File: config.mk
export PLATFORM = sky130hd
export DESIGN_NAME = idec_top
export DESIGN_NICKNAME = d
export VERILOG_FILES = /design/src/hw/idec_pkg.sv /design/src/hw/idec_preset_mem.sv /design/src/hw/idec_sync.sv /design/src/hw/idec_top.sv
export SDC_FILE = /design/constraint.sdc
export NUM_CORES = 1
export LEC_CHECK = 0
export ABC_AREA = 1
export CAP_MARGIN = 30
export CORE_MARGIN = 5
export CORE_UTILIZATION = 46
export CTS_BUF_LIST = sky130_fd_sc_hd__clkbuf_16
export CTS_CLUSTER_SIZE = 28
export DETAILED_ROUTE_END_ITERATION = 16
export DONT_BUFFER_PORTS = 1
export PLACE_DENSITY = 0.72
export SLEW_MARGIN = 20
export SYNTH_ARGS = -nofsm -noshare
export SYNTH_HDL_FRONTEND = slang
export SYNTH_SLANG_ARGS = --single-unit
File: constraint.sdc
create_clock -name CLK_SYS_IN -period 2.7 [get_ports CLK_SYS_IN]
set_clock_uncertainty 0.1 [all_clocks]
set_input_delay 0.54 -clock CLK_SYS_IN [delete_from_list [all_inputs] [get_ports CLK_SYS_IN]]
set_output_delay 0.54 -clock CLK_SYS_IN [all_outputs]
set_load 0.03 [all_outputs]
File: src/hw/idec_pkg.sv
/*
 Shared constants of the terminal function decoder.
 Assumes a 32-bit AXI4-Lite bus with 8-bit byte addresses.
*/
package idec_pkg;
	// Sizes
	localparam int NUM_TERM = 9;
	localparam int FUNC_W = 6;
	localparam int NUM_FUNC = 36;
	localparam int FREQ_W = 16;
	localparam int NUM_PRESET = 15;
	localparam int PIDX_W = 4;
	localparam int ADDR_W = 8;

	// Terminal function codes
	localparam logic [5:0] FN_PRESET_SEL_BIT0 = 6'h00;
	localparam logic [5:0] FN_PRESET_SEL_BIT1 = 6'h01;
	localparam logic [5:0] FN_PRESET_SEL_BIT2 = 6'h02;
	localparam logic [5:0] FN_PRESET_SEL_BIT3 = 6'h03;
	localparam logic [5:0] FN_RAMP_SEL_LOW = 6'h04;
	localparam logic [5:0] FN_RAMP_SEL_HIGH = 6'h05;
	localparam logic [5:0] FN_RUN_SELF_HOLD = 6'h06;
	localparam logic [5:0] FN_COAST_STOP = 6'h07;
	localparam logic [5:0] FN_ALARM_RESET = 6'h08;
	localparam logic [5:0] FN_EXTERNAL_FAULT = 6'h09;
	localparam logic [5:0] FN_FREQ_SOURCE_SWITCH = 6'h0B;
	localparam logic [5:0] FN_FREQ_SOURCE_SWITCH_INV = 6'h23;

	// Reset values; a code above 35 selects no function
	localparam logic [5:0] FUNC_RESET = 6'h3F;
	localparam logic [15:0] FREQ_RESET = 16'h0000;

	// Register byte offsets
	localparam logic [7:0] OFS_TERM_FUNC_FIRST = 8'h00;
	localparam logic [7:0] OFS_TERM_FUNC_LAST = 8'h20;
	localparam logic [7:0] OFS_PRIMARY_FREQ = 8'h24;
	localparam logic [7:0] OFS_ALT_FREQ = 8'h28;
	localparam logic [7:0] OFS_PRESET_FIRST = 8'h40;
	localparam logic [7:0] OFS_PRESET_LAST = 8'h78;
	localparam logic [7:0] OFS_CMD_LO = 8'h80;
	localparam logic [7:0] OFS_CMD_HI = 8'h84;
	localparam logic [7:0] OFS_DRIVE_STAT = 8'h88;
	localparam logic [7:0] OFS_TERM_STAT = 8'h8C;

	// Drive status bit positions
	localparam int ST_RAMP_LSB = 16;
	localparam int ST_RUN_FWD = 18;
	localparam int ST_RUN_BWD = 19;
	localparam int ST_CUTOFF = 20;
	localparam int ST_ALARM = 21;
	localparam int ST_TRIP = 22;

	// Bus responses
	localparam logic [1:0] RESP_OKAY = 2'h0;
	localparam logic [1:0] RESP_SLVERR = 2'h2;

	typedef enum logic [1:0] {RD_IDLE, RD_WAIT, RD_RESP} idec_rd_state_t;
endpackage

File: src/hw/idec_preset_mem.sv
/*
 Preset frequency store: one write port, two registered read ports.
 Assumes addresses at or above DEPTH read as zero and are never written.
*/
`timescale 1ns/1ns
module idec_preset_mem #(
	parameter int DEPTH = 15,
	parameter int AW = 4,
	parameter int DW = 16
) (
	// Clock and reset
	input wire logic clk_in,
	input wire logic rst_in,
	// Write port
	input wire logic we_in,
	input wire logic [AW-1:0] waddr_in,
	input wire logic [DW-1:0] wdata_in,
	// Read ports, data one cycle after address
	input wire logic [AW-1:0] raddr_a_in,
	output logic [DW-1:0] q_a_out,
	input wire logic [AW-1:0] raddr_b_in,
	output logic [DW-1:0] q_b_out
);
	logic [DW-1:0] mem_reg [DEPTH];
	logic [DW-1:0] mem_next [DEPTH];
	logic [DW-1:0] q_a_reg, q_a_next, q_b_reg, q_b_next;

	// Out-of-range reads give zero rather than an undefined word
	always_comb begin
		mem_next = mem_reg;
		if (we_in && (int'(waddr_in) < DEPTH)) begin
			mem_next[waddr_in] = wdata_in;
		end
		q_a_next = (int'(raddr_a_in) < DEPTH) ? mem_reg[raddr_a_in] : '0;
		q_b_next = (int'(raddr_b_in) < DEPTH) ? mem_reg[raddr_b_in] : '0;
	end

	always_ff @(posedge clk_in) begin
		if (rst_in) begin
			mem_reg <= '{default: '0};
			q_a_reg <= '0;
			q_b_reg <= '0;
		end else begin
			mem_reg <= mem_next;
			q_a_reg <= q_a_next;
			q_b_reg <= q_b_next;
		end
	end

	assign q_a_out = q_a_reg;
	assign q_b_out = q_b_reg;
endmodule // idec_preset_mem

File: src/hw/idec_sync.sv
/*
 Two-stage synchroniser for a group of asynchronous level inputs.
 Assumes each bit changes slowly against the clock; bits are not coherent.
*/
`timescale 1ns/1ns
module idec_sync #(
	parameter int W = 1
) (
	// Clock and reset
	input wire logic clk_in,
	input wire logic rst_in,
	// Levels
	input wire logic [W-1:0] d_in,
	output logic [W-1:0] q_out
);
	logic [W-1:0] meta_reg, meta_next, sync_reg, sync_next;

	// The first stage feeds only the second stage
	always_comb begin
		meta_next = d_in;
		sync_next = meta_reg;
	end

	always_ff @(posedge clk_in) begin
		if (rst_in) begin
			meta_reg <= '0;
			sync_reg <= '0;
		end else begin
			meta_reg <= meta_next;
			sync_reg <= sync_next;
		end
	end

	assign q_out = sync_reg;
endmodule // idec_sync

File: src/hw/idec_top.sv
/*
 Terminal function decoder: nine configurable inputs to drive commands.
 Assumes asynchronous contact pins, high when closed; TRIP_IN on this clock.
*/
// Register access over AXI4-Lite and the address map are this design's own decisions.
`timescale 1ns/1ns
// Behaviour
// - Nine terminals, each with a function setting
// - Codes 0-3 give preset bits 1,2,4,8
// - Codes 4,5 give ramp select low, high
// - Codes 11-14 source, motor, brake, torque
// - Codes 15,16 switchover; 17,18 speed up/down
// - Codes 19-21 edit, PID cancel, analog invert
// - Codes 22-26 interlock through start characteristic
// - Codes 27,28,29,32 encoder option commands
// - Codes 30,31 forced halt, halt on ramp4
// - Codes 33-35 line speed and inverse switch
// - Unassigned function codes stay inactive
// - Nonzero preset index selects stored preset
// - Ramp bits pick one of four time pairs
// - Self-hold latches run; release drops it
// - Coast cuts output, no alarm, restarts
// - Reset on clears alarm, release clears trip
module idec_top (
	// Clock and reset
	input wire logic CLK_SYS_IN,
	input wire logic RST_IN,
	// Terminal and run pins, asynchronous
	input wire logic [idec_pkg::NUM_TERM-1:0] TERM_IN,
	input wire logic RUN_FORWARD_IN,
	input wire logic RUN_BACKWARD_IN,
	// Trip request from protection logic, same clock
	input wire logic TRIP_IN,
	// AXI4-Lite write channels
	input wire logic [idec_pkg::ADDR_W-1:0] S_AXI_AWADDR_IN,
	input wire logic S_AXI_AWVALID_IN,
	output logic S_AXI_AWREADY_OUT,
	input wire logic [31:0] S_AXI_WDATA_IN,
	input wire logic [3:0] S_AXI_WSTRB_IN,
	input wire logic S_AXI_WVALID_IN,
	output logic S_AXI_WREADY_OUT,
	output logic [1:0] S_AXI_BRESP_OUT,
	output logic S_AXI_BVALID_OUT,
	input wire logic S_AXI_BREADY_IN,
	// AXI4-Lite read channels
	input wire logic [idec_pkg::ADDR_W-1:0] S_AXI_ARADDR_IN,
	input wire logic S_AXI_ARVALID_IN,
	output logic S_AXI_ARREADY_OUT,
	output logic [31:0] S_AXI_RDATA_OUT,
	output logic [1:0] S_AXI_RRESP_OUT,
	output logic S_AXI_RVALID_OUT,
	input wire logic S_AXI_RREADY_IN,
	// Decoded commands and drive controls
	output logic [idec_pkg::NUM_FUNC-1:0] CMD_FLAGS_OUT,
	output logic [idec_pkg::FREQ_W-1:0] SPEED_REF_OUT,
	output logic [1:0] RAMP_SEL_OUT,
	output logic RUN_FORWARD_OUT,
	output logic RUN_BACKWARD_OUT,
	output logic OUTPUT_CUTOFF_OUT,
	output logic RESTART_START_FREQ_OUT,
	output logic ALARM_OUT,
	output logic TRIP_IND_OUT
);
	import idec_pkg::*;

	logic [NUM_TERM+1:0] pins_s;
	logic [NUM_TERM-1:0] term_s;
	logic fwd_s, bwd_s;

	// Pins are brought into the clock domain before any decode
	idec_sync #(.W(NUM_TERM + 2)) u_sync (
		.clk_in(CLK_SYS_IN),
		.rst_in(RST_IN),
		.d_in({RUN_BACKWARD_IN, RUN_FORWARD_IN, TERM_IN}),
		.q_out(pins_s)
	);
	assign term_s = pins_s[NUM_TERM-1:0];
	assign fwd_s = pins_s[NUM_TERM];
	assign bwd_s = pins_s[NUM_TERM+1];

	// Configuration and write channel state
	logic [FUNC_W-1:0] term_func_reg [NUM_TERM];
	logic [FUNC_W-1:0] term_func_next [NUM_TERM];
	logic [FREQ_W-1:0] pri_freq_reg, pri_freq_next, alt_freq_reg, alt_freq_next;
	logic aw_got_reg, aw_got_next, w_got_reg, w_got_next;
	logic [ADDR_W-1:0] waddr_reg, waddr_next;
	logic [31:0] wdata_reg, wdata_next;
	logic [3:0] wstrb_reg, wstrb_next;
	logic awready_reg, awready_next, wready_reg, wready_next;
	logic bvalid_reg, bvalid_next;
	logic [1:0] bresp_reg, bresp_next;
	logic mem_we;
	logic [PIDX_W-1:0] mem_waddr;
	logic [FREQ_W-1:0] mem_wdata;

	// Read channel state
	idec_rd_state_t rd_state_reg, rd_state_next;
	logic [ADDR_W-1:0] raddr_reg, raddr_next;
	logic [31:0] rdata_reg, rdata_next;
	logic [1:0] rresp_reg, rresp_next;
	logic arready_reg, arready_next, rvalid_reg, rvalid_next;
	logic [PIDX_W-1:0] mem_bus_addr;
	logic [FREQ_W-1:0] mem_bus_q;

	// Decode and drive state
	logic [NUM_FUNC-1:0] cmd_flags_reg, cmd_flags_next, assigned_reg, assigned_next;
	logic [PIDX_W-1:0] preset_idx_reg, preset_idx_next;
	logic alt_sel_reg, alt_sel_next;
	logic [FREQ_W-1:0] mem_spd_q;
	logic [FREQ_W-1:0] speed_ref_reg, speed_ref_next;
	logic [1:0] ramp_reg, ramp_next;
	logic latch_fwd_reg, latch_fwd_next, latch_bwd_reg, latch_bwd_next;
	logic run_fwd_reg, run_fwd_next, run_bwd_reg, run_bwd_next;
	logic coast_d_reg, coast_d_next, alarm_rst_d_reg, alarm_rst_d_next;
	logic trip_reg, trip_next, alarm_reg, alarm_next;
	logic cutoff_reg, cutoff_next, restart_reg, restart_next;

	// Byte-lane merge for the 16-bit frequency registers
	function automatic logic [15:0] merge_lanes(input logic [15:0] old_v,
		input logic [31:0] new_v, input logic [3:0] strb);
		logic [15:0] res;
		res = old_v;
		if (strb[0]) begin
			res[7:0] = new_v[7:0];
		end
		if (strb[1]) begin
			res[15:8] = new_v[15:8];
		end
		return res;
	endfunction

	// Write path: address and data are taken in either order, then answered
	always_comb begin
		logic [ADDR_W-1:0] wa;
		wa = '0;
		aw_got_next = aw_got_reg | (S_AXI_AWVALID_IN & awready_reg);
		w_got_next = w_got_reg | (S_AXI_WVALID_IN & wready_reg);
		waddr_next = (S_AXI_AWVALID_IN & awready_reg) ? S_AXI_AWADDR_IN : waddr_reg;
		wdata_next = (S_AXI_WVALID_IN & wready_reg) ? S_AXI_WDATA_IN : wdata_reg;
		wstrb_next = (S_AXI_WVALID_IN & wready_reg) ? S_AXI_WSTRB_IN : wstrb_reg;
		bvalid_next = bvalid_reg & ~S_AXI_BREADY_IN;
		bresp_next = bresp_reg;
		term_func_next = term_func_reg;
		pri_freq_next = pri_freq_reg;
		alt_freq_next = alt_freq_reg;
		mem_we = 1'b0;
		mem_waddr = waddr_next[5:2];
		mem_wdata = wdata_next[FREQ_W-1:0];
		wa = {waddr_next[ADDR_W-1:2], 2'h0};
		if (aw_got_next && w_got_next && !bvalid_reg) begin
			aw_got_next = 1'b0;
			w_got_next = 1'b0;
			bvalid_next = 1'b1;
			bresp_next = RESP_OKAY;
			if (wa <= OFS_TERM_FUNC_LAST) begin
				if (wstrb_next[0]) begin
					term_func_next[wa[5:2]] = wdata_next[FUNC_W-1:0];
				end
			end else if (wa == OFS_PRIMARY_FREQ) begin
				pri_freq_next = merge_lanes(pri_freq_reg, wdata_next, wstrb_next);
			end else if (wa == OFS_ALT_FREQ) begin
				alt_freq_next = merge_lanes(alt_freq_reg, wdata_next, wstrb_next);
			end else if (wa >= OFS_PRESET_FIRST && wa <= OFS_PRESET_LAST) begin
				// Memory has no read-modify-write, so a partial word is dropped
				mem_we = (wstrb_next[1:0] == 2'h3);
			end else if (wa >= OFS_CMD_LO && wa <= OFS_TERM_STAT) begin
				bresp_next = RESP_OKAY; // Status words ignore writes
			end else begin
				bresp_next = RESP_SLVERR;
			end
		end
		awready_next = ~aw_got_next & ~bvalid_next;
		wready_next = ~w_got_next & ~bvalid_next;
	end

	always_ff @(posedge CLK_SYS_IN) begin
		if (RST_IN) begin
			term_func_reg <= '{default: FUNC_RESET};
			pri_freq_reg <= FREQ_RESET;
			alt_freq_reg <= FREQ_RESET;
			aw_got_reg <= 1'b0;
			w_got_reg <= 1'b0;
			waddr_reg <= '0;
			wdata_reg <= '0;
			wstrb_reg <= '0;
			awready_reg <= 1'b0;
			wready_reg <= 1'b0;
			bvalid_reg <= 1'b0;
			bresp_reg <= RESP_OKAY;
		end else begin
			term_func_reg <= term_func_next;
			pri_freq_reg <= pri_freq_next;
			alt_freq_reg <= alt_freq_next;
			aw_got_reg <= aw_got_next;
			w_got_reg <= w_got_next;
			waddr_reg <= waddr_next;
			wdata_reg <= wdata_next;
			wstrb_reg <= wstrb_next;
			awready_reg <= awready_next;
			wready_reg <= wready_next;
			bvalid_reg <= bvalid_next;
			bresp_reg <= bresp_next;
		end
	end

	// Read path: one wait cycle lets the preset store answer from a register
	always_comb begin
		logic [ADDR_W-1:0] ra;
		ra = {raddr_reg[ADDR_W-1:2], 2'h0};
		rd_state_next = rd_state_reg;
		raddr_next = raddr_reg;
		rdata_next = rdata_reg;
		rresp_next = rresp_reg;
		mem_bus_addr = raddr_reg[5:2];
		case (rd_state_reg)
			RD_IDLE: begin
				if (S_AXI_ARVALID_IN && arready_reg) begin
					raddr_next = S_AXI_ARADDR_IN;
					mem_bus_addr = S_AXI_ARADDR_IN[5:2];
					rd_state_next = RD_WAIT;
				end
			end
			RD_WAIT: begin
				rd_state_next = RD_RESP;
				rresp_next = RESP_OKAY;
				rdata_next = '0;
				if (ra <= OFS_TERM_FUNC_LAST) begin
					rdata_next[FUNC_W-1:0] = term_func_reg[ra[5:2]];
				end else if (ra == OFS_PRIMARY_FREQ) begin
					rdata_next[FREQ_W-1:0] = pri_freq_reg;
				end else if (ra == OFS_ALT_FREQ) begin
					rdata_next[FREQ_W-1:0] = alt_freq_reg;
				end else if (ra >= OFS_PRESET_FIRST && ra <= OFS_PRESET_LAST) begin
					rdata_next[FREQ_W-1:0] = mem_bus_q;
				end else if (ra == OFS_CMD_LO) begin
					rdata_next = cmd_flags_reg[31:0];
				end else if (ra == OFS_CMD_HI) begin
					rdata_next[NUM_FUNC-33:0] = cmd_flags_reg[NUM_FUNC-1:32];
				end else if (ra == OFS_DRIVE_STAT) begin
					rdata_next[FREQ_W-1:0] = speed_ref_reg;
					rdata_next[ST_RAMP_LSB +: 2] = ramp_reg;
					rdata_next[ST_RUN_FWD] = run_fwd_reg;
					rdata_next[ST_RUN_BWD] = run_bwd_reg;
					rdata_next[ST_CUTOFF] = cutoff_reg;
					rdata_next[ST_ALARM] = alarm_reg;
					rdata_next[ST_TRIP] = trip_reg;
				end else if (ra == OFS_TERM_STAT) begin
					rdata_next[NUM_TERM+1:0] = pins_s;
				end else begin
					rresp_next = RESP_SLVERR;
				end
			end
			RD_RESP: begin
				if (S_AXI_RREADY_IN) begin
					rd_state_next = RD_IDLE;
				end
			end
			default: begin
				rd_state_next = RD_IDLE;
			end
		endcase
		arready_next = (rd_state_next == RD_IDLE);
		rvalid_next = (rd_state_next == RD_RESP);
	end

	always_ff @(posedge CLK_SYS_IN) begin
		if (RST_IN) begin
			rd_state_reg <= RD_IDLE;
			raddr_reg <= '0;
			rdata_reg <= '0;
			rresp_reg <= RESP_OKAY;
			arready_reg <= 1'b0;
			rvalid_reg <= 1'b0;
		end else begin
			rd_state_reg <= rd_state_next;
			raddr_reg <= raddr_next;
			rdata_reg <= rdata_next;
			rresp_reg <= rresp_next;
			arready_reg <= arready_next;
			rvalid_reg <= rvalid_next;
		end
	end

	// Preset store: port a feeds the speed path, port b the bus
	idec_preset_mem #(.DEPTH(NUM_PRESET), .AW(PIDX_W), .DW(FREQ_W)) u_mem (
		.clk_in(CLK_SYS_IN),
		.rst_in(RST_IN),
		.we_in(mem_we),
		.waddr_in(mem_waddr),
		.wdata_in(mem_wdata),
		.raddr_a_in(preset_idx_next - 4'h1),
		.q_a_out(mem_spd_q),
		.raddr_b_in(mem_bus_addr),
		.q_b_out(mem_bus_q)
	);

	// Every code is compared against every terminal, so duplicates simply OR
	always_comb begin
		cmd_flags_next = '0;
		assigned_next = '0;
		for (int f = 0; f < NUM_FUNC; f++) begin
			for (int t = 0; t < NUM_TERM; t++) begin
				if (term_func_reg[t] == FUNC_W'(f)) begin
					assigned_next[f] = 1'b1;
					cmd_flags_next[f] = cmd_flags_next[f] | term_s[t];
				end
			end
		end
	end

	always_ff @(posedge CLK_SYS_IN) begin
		if (RST_IN) begin
			cmd_flags_reg <= '0;
			assigned_reg <= '0;
		end else begin
			cmd_flags_reg <= cmd_flags_next;
			assigned_reg <= assigned_next;
		end
	end

	// Speed, ramp, run hold, coast and alarm handling
	always_comb begin
		logic fwd_req, bwd_req, hold_on, coast, alarm_rst, trip_set;
		fwd_req = fwd_s & ~bwd_s; // Both run inputs on means stop unless self-hold keeps a latched run
		bwd_req = bwd_s & ~fwd_s;
		hold_on = cmd_flags_reg[FN_RUN_SELF_HOLD];
		coast = cmd_flags_reg[FN_COAST_STOP];
		alarm_rst = cmd_flags_reg[FN_ALARM_RESET];
		// External fault trips when its contact opens, only if assigned
		trip_set = TRIP_IN | (assigned_reg[FN_EXTERNAL_FAULT] & ~cmd_flags_reg[FN_EXTERNAL_FAULT]);
		preset_idx_next = {cmd_flags_reg[FN_PRESET_SEL_BIT3], cmd_flags_reg[FN_PRESET_SEL_BIT2],
			cmd_flags_reg[FN_PRESET_SEL_BIT1], cmd_flags_reg[FN_PRESET_SEL_BIT0]};
		alt_sel_next = cmd_flags_reg[FN_FREQ_SOURCE_SWITCH] |
			(assigned_reg[FN_FREQ_SOURCE_SWITCH_INV] & ~cmd_flags_reg[FN_FREQ_SOURCE_SWITCH_INV]);
		if (preset_idx_reg != '0) begin
			speed_ref_next = mem_spd_q;
		end else begin
			speed_ref_next = alt_sel_reg ? alt_freq_reg : pri_freq_reg;
		end
		ramp_next = {cmd_flags_reg[FN_RAMP_SEL_HIGH], cmd_flags_reg[FN_RAMP_SEL_LOW]};
		// Without hold the latch just follows the run inputs
		latch_fwd_next = fwd_req | (hold_on & latch_fwd_reg & ~bwd_req);
		latch_bwd_next = bwd_req | (hold_on & latch_bwd_reg & ~fwd_req);
		coast_d_next = coast;
		alarm_rst_d_next = alarm_rst;
		// New trip wins over the release that would clear it
		trip_next = trip_set | (trip_reg & ~(alarm_rst_d_reg & ~alarm_rst));
		alarm_next = trip_set | (alarm_reg & ~alarm_rst);
		cutoff_next = coast | trip_reg;
		restart_next = coast_d_reg & ~coast & (latch_fwd_reg | latch_bwd_reg) & ~trip_reg;
		run_fwd_next = latch_fwd_reg & ~coast & ~trip_reg;
		run_bwd_next = latch_bwd_reg & ~coast & ~trip_reg;
	end

	always_ff @(posedge CLK_SYS_IN) begin
		if (RST_IN) begin
			preset_idx_reg <= '0;
			alt_sel_reg <= 1'b0;
			speed_ref_reg <= FREQ_RESET;
			ramp_reg <= 2'h0;
			latch_fwd_reg <= 1'b0;
			latch_bwd_reg <= 1'b0;
			coast_d_reg <= 1'b0;
			alarm_rst_d_reg <= 1'b0;
			trip_reg <= 1'b0;
			alarm_reg <= 1'b0;
			cutoff_reg <= 1'b0;
			restart_reg <= 1'b0;
			run_fwd_reg <= 1'b0;
			run_bwd_reg <= 1'b0;
		end else begin
			preset_idx_reg <= preset_idx_next;
			alt_sel_reg <= alt_sel_next;
			speed_ref_reg <= speed_ref_next;
			ramp_reg <= ramp_next;
			latch_fwd_reg <= latch_fwd_next;
			latch_bwd_reg <= latch_bwd_next;
			coast_d_reg <= coast_d_next;
			alarm_rst_d_reg <= alarm_rst_d_next;
			trip_reg <= trip_next;
			alarm_reg <= alarm_next;
			cutoff_reg <= cutoff_next;
			restart_reg <= restart_next;
			run_fwd_reg <= run_fwd_next;
			run_bwd_reg <= run_bwd_next;
		end
	end

	// All outputs come straight from registers
	assign S_AXI_AWREADY_OUT = awready_reg;
	assign S_AXI_WREADY_OUT = wready_reg;
	assign S_AXI_BRESP_OUT = bresp_reg;
	assign S_AXI_BVALID_OUT = bvalid_reg;
	assign S_AXI_ARREADY_OUT = arready_reg;
	assign S_AXI_RDATA_OUT = rdata_reg;
	assign S_AXI_RRESP_OUT = rresp_reg;
	assign S_AXI_RVALID_OUT = rvalid_reg;
	assign CMD_FLAGS_OUT = cmd_flags_reg;
	assign SPEED_REF_OUT = speed_ref_reg;
	assign RAMP_SEL_OUT = ramp_reg;
	assign RUN_FORWARD_OUT = run_fwd_reg;
	assign RUN_BACKWARD_OUT = run_bwd_reg;
	assign OUTPUT_CUTOFF_OUT = cutoff_reg;
	assign RESTART_START_FREQ_OUT = restart_reg;
	assign ALARM_OUT = alarm_reg;
	assign TRIP_IND_OUT = trip_reg;
endmodule // idec_top

==> results by group, run 1 <==
Status
  • Status: finished clean

Clock tree
  • Sink Count: 524
  • Num CTS Buffers: 57
  • CTS H-tree lvls: 2
  • Root Driver: clkbuf_16
  • Max clock buf depth: 3
  • CTS clock-pin slew for the worst setup and hold paths: 70 ps
  • TritonCTS clock tree: yes
  • Clk Latency, worst-skew pair: 650 ps

Final layout
  • Share of cells above drive strength 1: 0.0842
  • Area growth syn-to-layout: 16.7%
  • Post-Layout Cell Count: 5416
  • Fin util: 0.542
  • Net count reported at finish: 4662
  • Max reg flops: 240
  • Commonest non-fill, non-tap cells in the layout: nand2_1 (1154), nand3_1 (611), nor2_1 (578), dfxtp_1 (521), inv_1 (394)
  • Commonest non-fill, non-tap cell in the layout: nand2_1

Placement
  • Cell Count Post-Placement: 5211
  • Place WS: -33.5 ps
  • Gpl congestion: 1.05
  • I/O Buffers: 0
  • DP HPWL: 91.0 mm

Floorplanning
  • Horiz. Die Dim: 257 um
  • CORE AREA: 60500 sq um
  • Die Y-Extent: 257 um
  • # rows: 90
  • Die ar.: 66200 sq um
  • IO Pins: 172
  • Initial Utilization: 0.465

Timing
  • RSZ-0062 raised after global routing: false
  • Final TNS setup: 0 ps
  • Tmin final: 2620 ps
  • Final setup fails: 0
  • Worst hold slack: 30.1 ps
  • Tightest Pin Transition: 909 ps
  • Rel. slew slack: 0.394
  • Tcrit/Tclk final: 0.972
  • Hold Fails Final Rpt: 0
  • Slew Viols, Final: 0
  • Final worst slack: 76.5 ps
  • Fmax: 381 MHz

Power and ir drop
  • Pleak: 13.7 nW
  • VDD IR max: 0.503 mV
  • Int Pwr: 13.1 mW
  • Psw: 5.23 mW
  • Comb pwr share: 0.129
  • Clk network pwr share: 0.438
  • Switching Fraction: 0.284
  • Share of power burned in registers: 0.432
  • Power density cells: 560 nW/um^2

Drt
  • Vias per inst: 5.89
  • DR pass1 iterations: 6
  • DRT iter0 DRCs: 4523
  • Metal3 WL: 14.0 mm
  • Met1 Wirelength: 49.5 mm
  • Post-route ant nets: 0
  • Vias: 31.9k
  • Drt drc: 0
  • Total Wirelength: 127 mm
  • Max layer used: met5
  • Met2 WL post-DR: 54.4 mm
  • WL/cell: 23.5 um

Setup path
  • Most Frequent Cell on Critical Path: nand3_1
  • Crit path cell chain: nand3_1 -> inv_1 -> nand2_1 -> nand3_1 -> nor3_1 -> buf_4 -> a31oi_1 -> dlygate4sd3_1
  • CP required: 3180 ps
  • CP Max Fanout: 8
  • Reg2reg setup slack: 80 ps
  • Worst path max stage delay: 640 ps
  • Slowest cell on the critical path: dfxtp_1
  • Worst path top cell family by delay: buffers and inverters
  • Startpoint types: register
  • Crit path kind: reg2reg
  • Worst Setup End Kind: register
  • Worst Path Arrival: 3110 ps
  • Critical path buffers and inverters: 3

Yosys
  • Asr flop ratio synth: 0
  • Mapped Cells: 4498
  • Syn. warnings: 0
  • Syn avg cell area: 6.25 sq um
  • Area contributors post-synth: dfxtp_1 (37%), nand2_1 (15%), nand3_1 (11%)
  • Top FF cell, synth: dfxtp_1
  • Yosys top cell by area: dfxtp_1
  • Post-synth EDFFs: 0
  • FF+latch count, synth: 524
  • Sequential element share of the synthesized area: 0.373
  • Cell Area, Synth: 28100 sq um
  • Post-synth top area share: 0.373
  • Unique masters post-synth: 49

Global routing
  • GRT Util Overall: 0.367
  • Antenna violations before repair: 1
  • Total gr overflow: 0
  • Number of global-route vias before repair: 29.0k
  • First-pass GRT wire length: 187 mm
  • Largest net degree at the start of global routing: 132

Run
  • Max-Cap Viols: 0

Min path
  • Hold Crit Class: in2reg
-- repair_timing --
item | in CTS | in global routing
hold buffers | 95 | 0
resized for setup | 0 | 15
setup endpoints to repair | 0 | 20
buffers inserted | 0 | 5
endpoints found under the hold margin | 204 | 0
-- synthesized netlist by cell type, drive strengths merged (2+ instances only) --
cell	n
dfxtp	524
ha	2
a21oi	379
nand3	613
a22oi	11
and3	2
clkbuf	185
nand2	1172
a221oi	3
clkinv	9
nor3	52
a211oi	5
a41oi	3
a31oi	31
a22o	9
nand4	32
o221ai	8
o22ai	37
inv	402
o31ai	2
o21ai	226
o2111ai	4
or2	18
buf	96
nor4	3
nor2	598
o211ai	60
o21a	3
-- worst paths after layout --
path                            cells after the start                     end            start
worst max-delay path                                8       CMD_FLAGS_OUT[10]  u_sync.q_out[3]
worst min register to register                      2  RESTART_START_FREQ_OUT      coast_d_reg
worst min-delay path                                3            raddr_reg[7]           RST_IN
worst max register to register                      8       CMD_FLAGS_OUT[10]  u_sync.q_out[3]
-- tightest hold or removal path, stage by stage --
cell     delay, ps
nor2_1          50
nand2_1         60
o21ai_0         60
-- per-stage QoR --
step                      power [mW]  area, sq um
after floorplan                 9.27        28100
after global placement          10.2        29800
after detailed placement        10.2        29800
after CTS                       18.3        32700
after global routing            18.9        32800
final                           18.4        32800
-- final cells by class --
type / instances / area, sq um
clock buffers: 58 / 1450
clock inverters: 45 / 439
flip-flops and latches: 524 / 10500
repair buffers: 311 / 2950
inverters: 411 / 1560
diodes: 1 / 2.50
well taps: 782 / 978
repair inverters: 1 / 5.00
multi-input cells: 3283 / 14900
fillers: 6117 / 27700
-- routing by layer --
layer  GRT usage  vias up
met3      0.0797      385
li1            -    14900
met2       0.560     1918
met5           0        -
met4       0.211        2
met1       0.480    14700
-- power by group through the flow --
stage | clock network, mW | registers (mW) | logic [mW]
after floorplan | 0 | 8.07 | 1.20
after global placement | 0 | 8.11 | 2.12
after detailed placement | 0 | 8.11 | 2.14
after CTS | 8.08 | 7.94 | 2.29
after global routing | 8.43 | 7.95 | 2.49
final | 8.05 | 7.94 | 2.38
-- logic make-up (layout without fill, tap and decap cells) --
logic type	count (synthesis)	after routing	synth area share
adder cells (fa/ha/maj)	2	2	0.000890
XOR/XNOR	2	2	0.000623
AO/OA/AOI/OAI	785	785	0.155
other	1	3	0.000133
flip-flops	524	524	0.373
buffers and inverters	692	826	0.0983
AND/OR/NAND/NOR	2492	2492	0.372
Note: power is estimated with default switching activity, not from simulation.
==> inputs of run 2 (changes only) <==
==> constraint.sdc (replaced) <==
create_clock -name CLK_SYS_IN -period 2.7 [get_ports CLK_SYS_IN]
set_clock_uncertainty 0.1 [all_clocks]
set_input_delay 0.405 -clock CLK_SYS_IN [delete_from_list [all_inputs] [get_ports CLK_SYS_IN]]
set_output_delay 0.405 -clock CLK_SYS_IN [all_outputs]
set_load 0.03 [all_outputs]
==> run 2 against run 1 <==
Compared with the run above: the flow now finishes with violations (hold timing); non-clock buffer count rose by 26; via count increased by 0.29%; first-iteration DRC count up 4.4%; die area unchanged; critical endpoint is now CMD_FLAGS_OUT[14]; largest cell class unchanged; largest power group unchanged.
==> results by group, run 2 (synthesis gave the netlist of run 1 again) <==
Floorplanning
  • CORE AREA: 60500 sq um (unchanged)
  • IO Pins: 172 (unchanged)
  • Horiz. Die Dim: 257 um (unchanged)
  • # rows: 90 (unchanged)
  • Initial Utilization: 0.465 (unchanged)
  • Die ar.: 66200 sq um (unchanged)
  • Die Y-Extent: 257 um (unchanged)

Clock tree
  • Max clock buf depth: 3 (unchanged)
  • Root Driver: clkbuf_16
  • CTS H-tree lvls: 2 (unchanged)
  • Sink Count: 524 (unchanged)
  • Num CTS Buffers: 56 (-1.8%)
  • Clk Latency, worst-skew pair: 650 ps (about the same)
  • CTS clock-pin slew for the worst setup and hold paths: 70 ps (about the same)
  • TritonCTS clock tree: yes

Setup path
  • Crit path kind: reg2reg
  • CP Max Fanout: 10 (+2)
  • Setup crit start: term_func_reg[40]
  • Worst reg-to-reg path cell count: 9 (+1)
  • Worst path max stage delay: 650 ps (about the same)
  • End point of the critical path: CMD_FLAGS_OUT[14]
  • Reg2reg setup slack: 20 ps (-50 ps)
  • Startpoint types: register
  • Worst Path Arrival: 3090 ps (-20 ps)
  • Crit path cell chain: inv_1 -> nand3_1 -> clkinv_1 -> buf_4 -> nand2_1 -> nand3_1 -> nor3_1 -> a31oi_1 -> dlygate4sd3_1
  • Most Frequent Cell on Critical Path: nand3_1
  • Worst R2R Start: term_func_reg[40]
  • CP required: 3110 ps (-70 ps)
  • Worst Setup End Kind: register
  • Crit Reg-Reg Endpoint: CMD_FLAGS_OUT[14]
  • Slowest cell on the critical path: dlygate4sd3_1

Status
  • Status: finished with violations
  • Violated checks: hold timing

Global routing
  • GRT Util Overall: 0.353 (-0.0140)
  • Number of global-route vias before repair: 28.6k (-1.3%)
  • Total gr overflow: 0 (unchanged)
  • First-pass GRT wire length: 182 mm (-2.4%)
  • Largest net degree at the start of global routing: 317 (+140%)
  • Antenna violations before repair: 3 (+2)

Timing
  • Slew Viols, Final: 0 (unchanged)
  • Worst hold slack: -256 ps (-287 ps)
  • Final setup fails: 0 (unchanged)
  • Final worst slack: 23.2 ps (-53.2 ps)
  • Tcrit/Tclk final: 0.991 (+0.0197)
  • Tmin final: 2680 ps (+53.2 ps)
  • Rel. slew slack: 0.367 (-0.0267)
  • Hold Fails Final Rpt: 25 (+25)
  • Tightest Pin Transition: 949 ps (+40.0 ps)
  • Fmax: 374 MHz (-2.0%)

Final layout
  • Net count reported at finish: 4686 (+0.51%)
  • Share of cells above drive strength 1: 0.0811 (-0.00306)
  • Commonest non-fill, non-tap cells in the layout: nand2_1 (1155), nand3_1 (611), nor2_1 (579), dfxtp_1 (522), inv_1 (395)
  • Number of fill cells: 6065 (-0.85%)
  • Register area: 10500 sq um (about the same)
  • Fin util: 0.546 (+0.00389)
  • Max reg flops: 240 (unchanged)
  • Commonest non-fill, non-tap cell in the layout: nand2_1
  • Area growth syn-to-layout: 17.5%
  • Multi-input logic area: 14900 sq um (about the same)

Drt
  • Vias per inst: 5.88 (-0.23%)
  • WL/cell: 22.6 um (-3.5%)
  • Drt drc: 0 (unchanged)
  • DR pass1 iterations: 7 (+1)
  • Total Wirelength: 123 mm (-3.0%)
  • DRT iter0 DRCs: 4722 (+4.4%)
  • Vias: 32.0k (+0.29%)
  • Post-route ant nets: 0 (unchanged)

Min path
  • Min-Delay Path Depth: 1 (-2)
  • Hold Crit Class: in2reg

Power and ir drop
  • VDD IR max: 0.511 mV (+1.6%)
  • Power density cells: 554 nW/um^2 (-1.2%)
  • Pleak: 13.9 nW (+1.1%)

Placement
  • I/O Buffers: 0 (unchanged)
  • DP HPWL: 87.5 mm (-3.8%)
  • Gpl congestion: 1.08 (+3.0%)
  • Place WS: 209 ps (+243 ps)

Run
  • Max-Cap Viols: 0 (unchanged)
run 2: cell types whose count changed in the layout (fill, tap and decap cells not counted), sizes merged:
cell         before  now
clkinvlp          5    7
diode             1    2
dlygate4sd3      93  137
clkbuf           58   57
inv             412  414
buf             218  199
bufinv            8    7
run 2: critical path, delay by kind of cell (launching register included):
family	cells	cell delay [ps]
flops	1	460
compound gates	1	190
simple gates	4	740
buf+inv	4	1040
run 2: layout make-up:
class / instances / share of cell area
repair buffers: 337 / 0.0964
clock inverters: 49 / 0.0147
flip-flops and latches: 524 / 0.318
well taps: 782 / 0.0296
multi-input cells: 3283 / 0.452
diodes: 2 / 0.000151
inverters: 411 / 0.0471
clock buffers: 56 / 0.0424
run 2: worst min-delay path by stage:
stage               slack, ps               start                   to
floorplan                 290  u_sync.meta_reg[0]      u_sync.q_out[0]
global placement          290  u_sync.meta_reg[2]      u_sync.q_out[2]
detailed placement        290  u_sync.meta_reg[9]      u_sync.q_out[9]
CTS                      -250              RST_IN  S_AXI_RDATA_OUT[27]
global route             -270              RST_IN  S_AXI_RDATA_OUT[27]
finish                   -260              RST_IN  S_AXI_RDATA_OUT[24]
run 2: layer usage:
| metal | vias to the layer above | part of all wire | track usage |
|---|---|---|---|
| li1 | 14900 | - | - |
| met1 | 14700 | 0.38 | 0.462 |
| met2 | 1961 | 0.42 | 0.525 |
| met3 | 384 | 0.13 | 0.0961 |
| met4 | 6 | 0.072 | 0.203 |
| met5 | - | 0.00038 | 0 |
run 2: per-stage QoR:
| stage | cells | TNS (ps) | power [mW] | area, sq um |
|---|---|---|---|---|
| after global routing | 5442 | -12.1 | 18.7 | 33000 |
| after global placement | 5196 | 0 | 10.2 | 29700 |
| after detailed placement | 5196 | 0 | 10.2 | 29700 |
| after floorplan | 4499 | 0 | 9.27 | 28100 |
| after CTS | 5437 | 0 | 18.2 | 32900 |
| final | 5444 | 0 | 18.3 | 33000 |
run 2: power by group:
group / internal, mW / switching [mW]
Combinational: 0.676 / 1.67
Sequential: 7.83 / 0.0955
Clock: 4.49 / 3.52
run 2: what timing repair did:
item                                    in CTS  in global routing
endpoints found under the setup margin       0                 69
hold buffers                               136                  1
gates resized for setup                      0                 13
setup buffers                                0                  3
hold endpoints to repair                   321                196
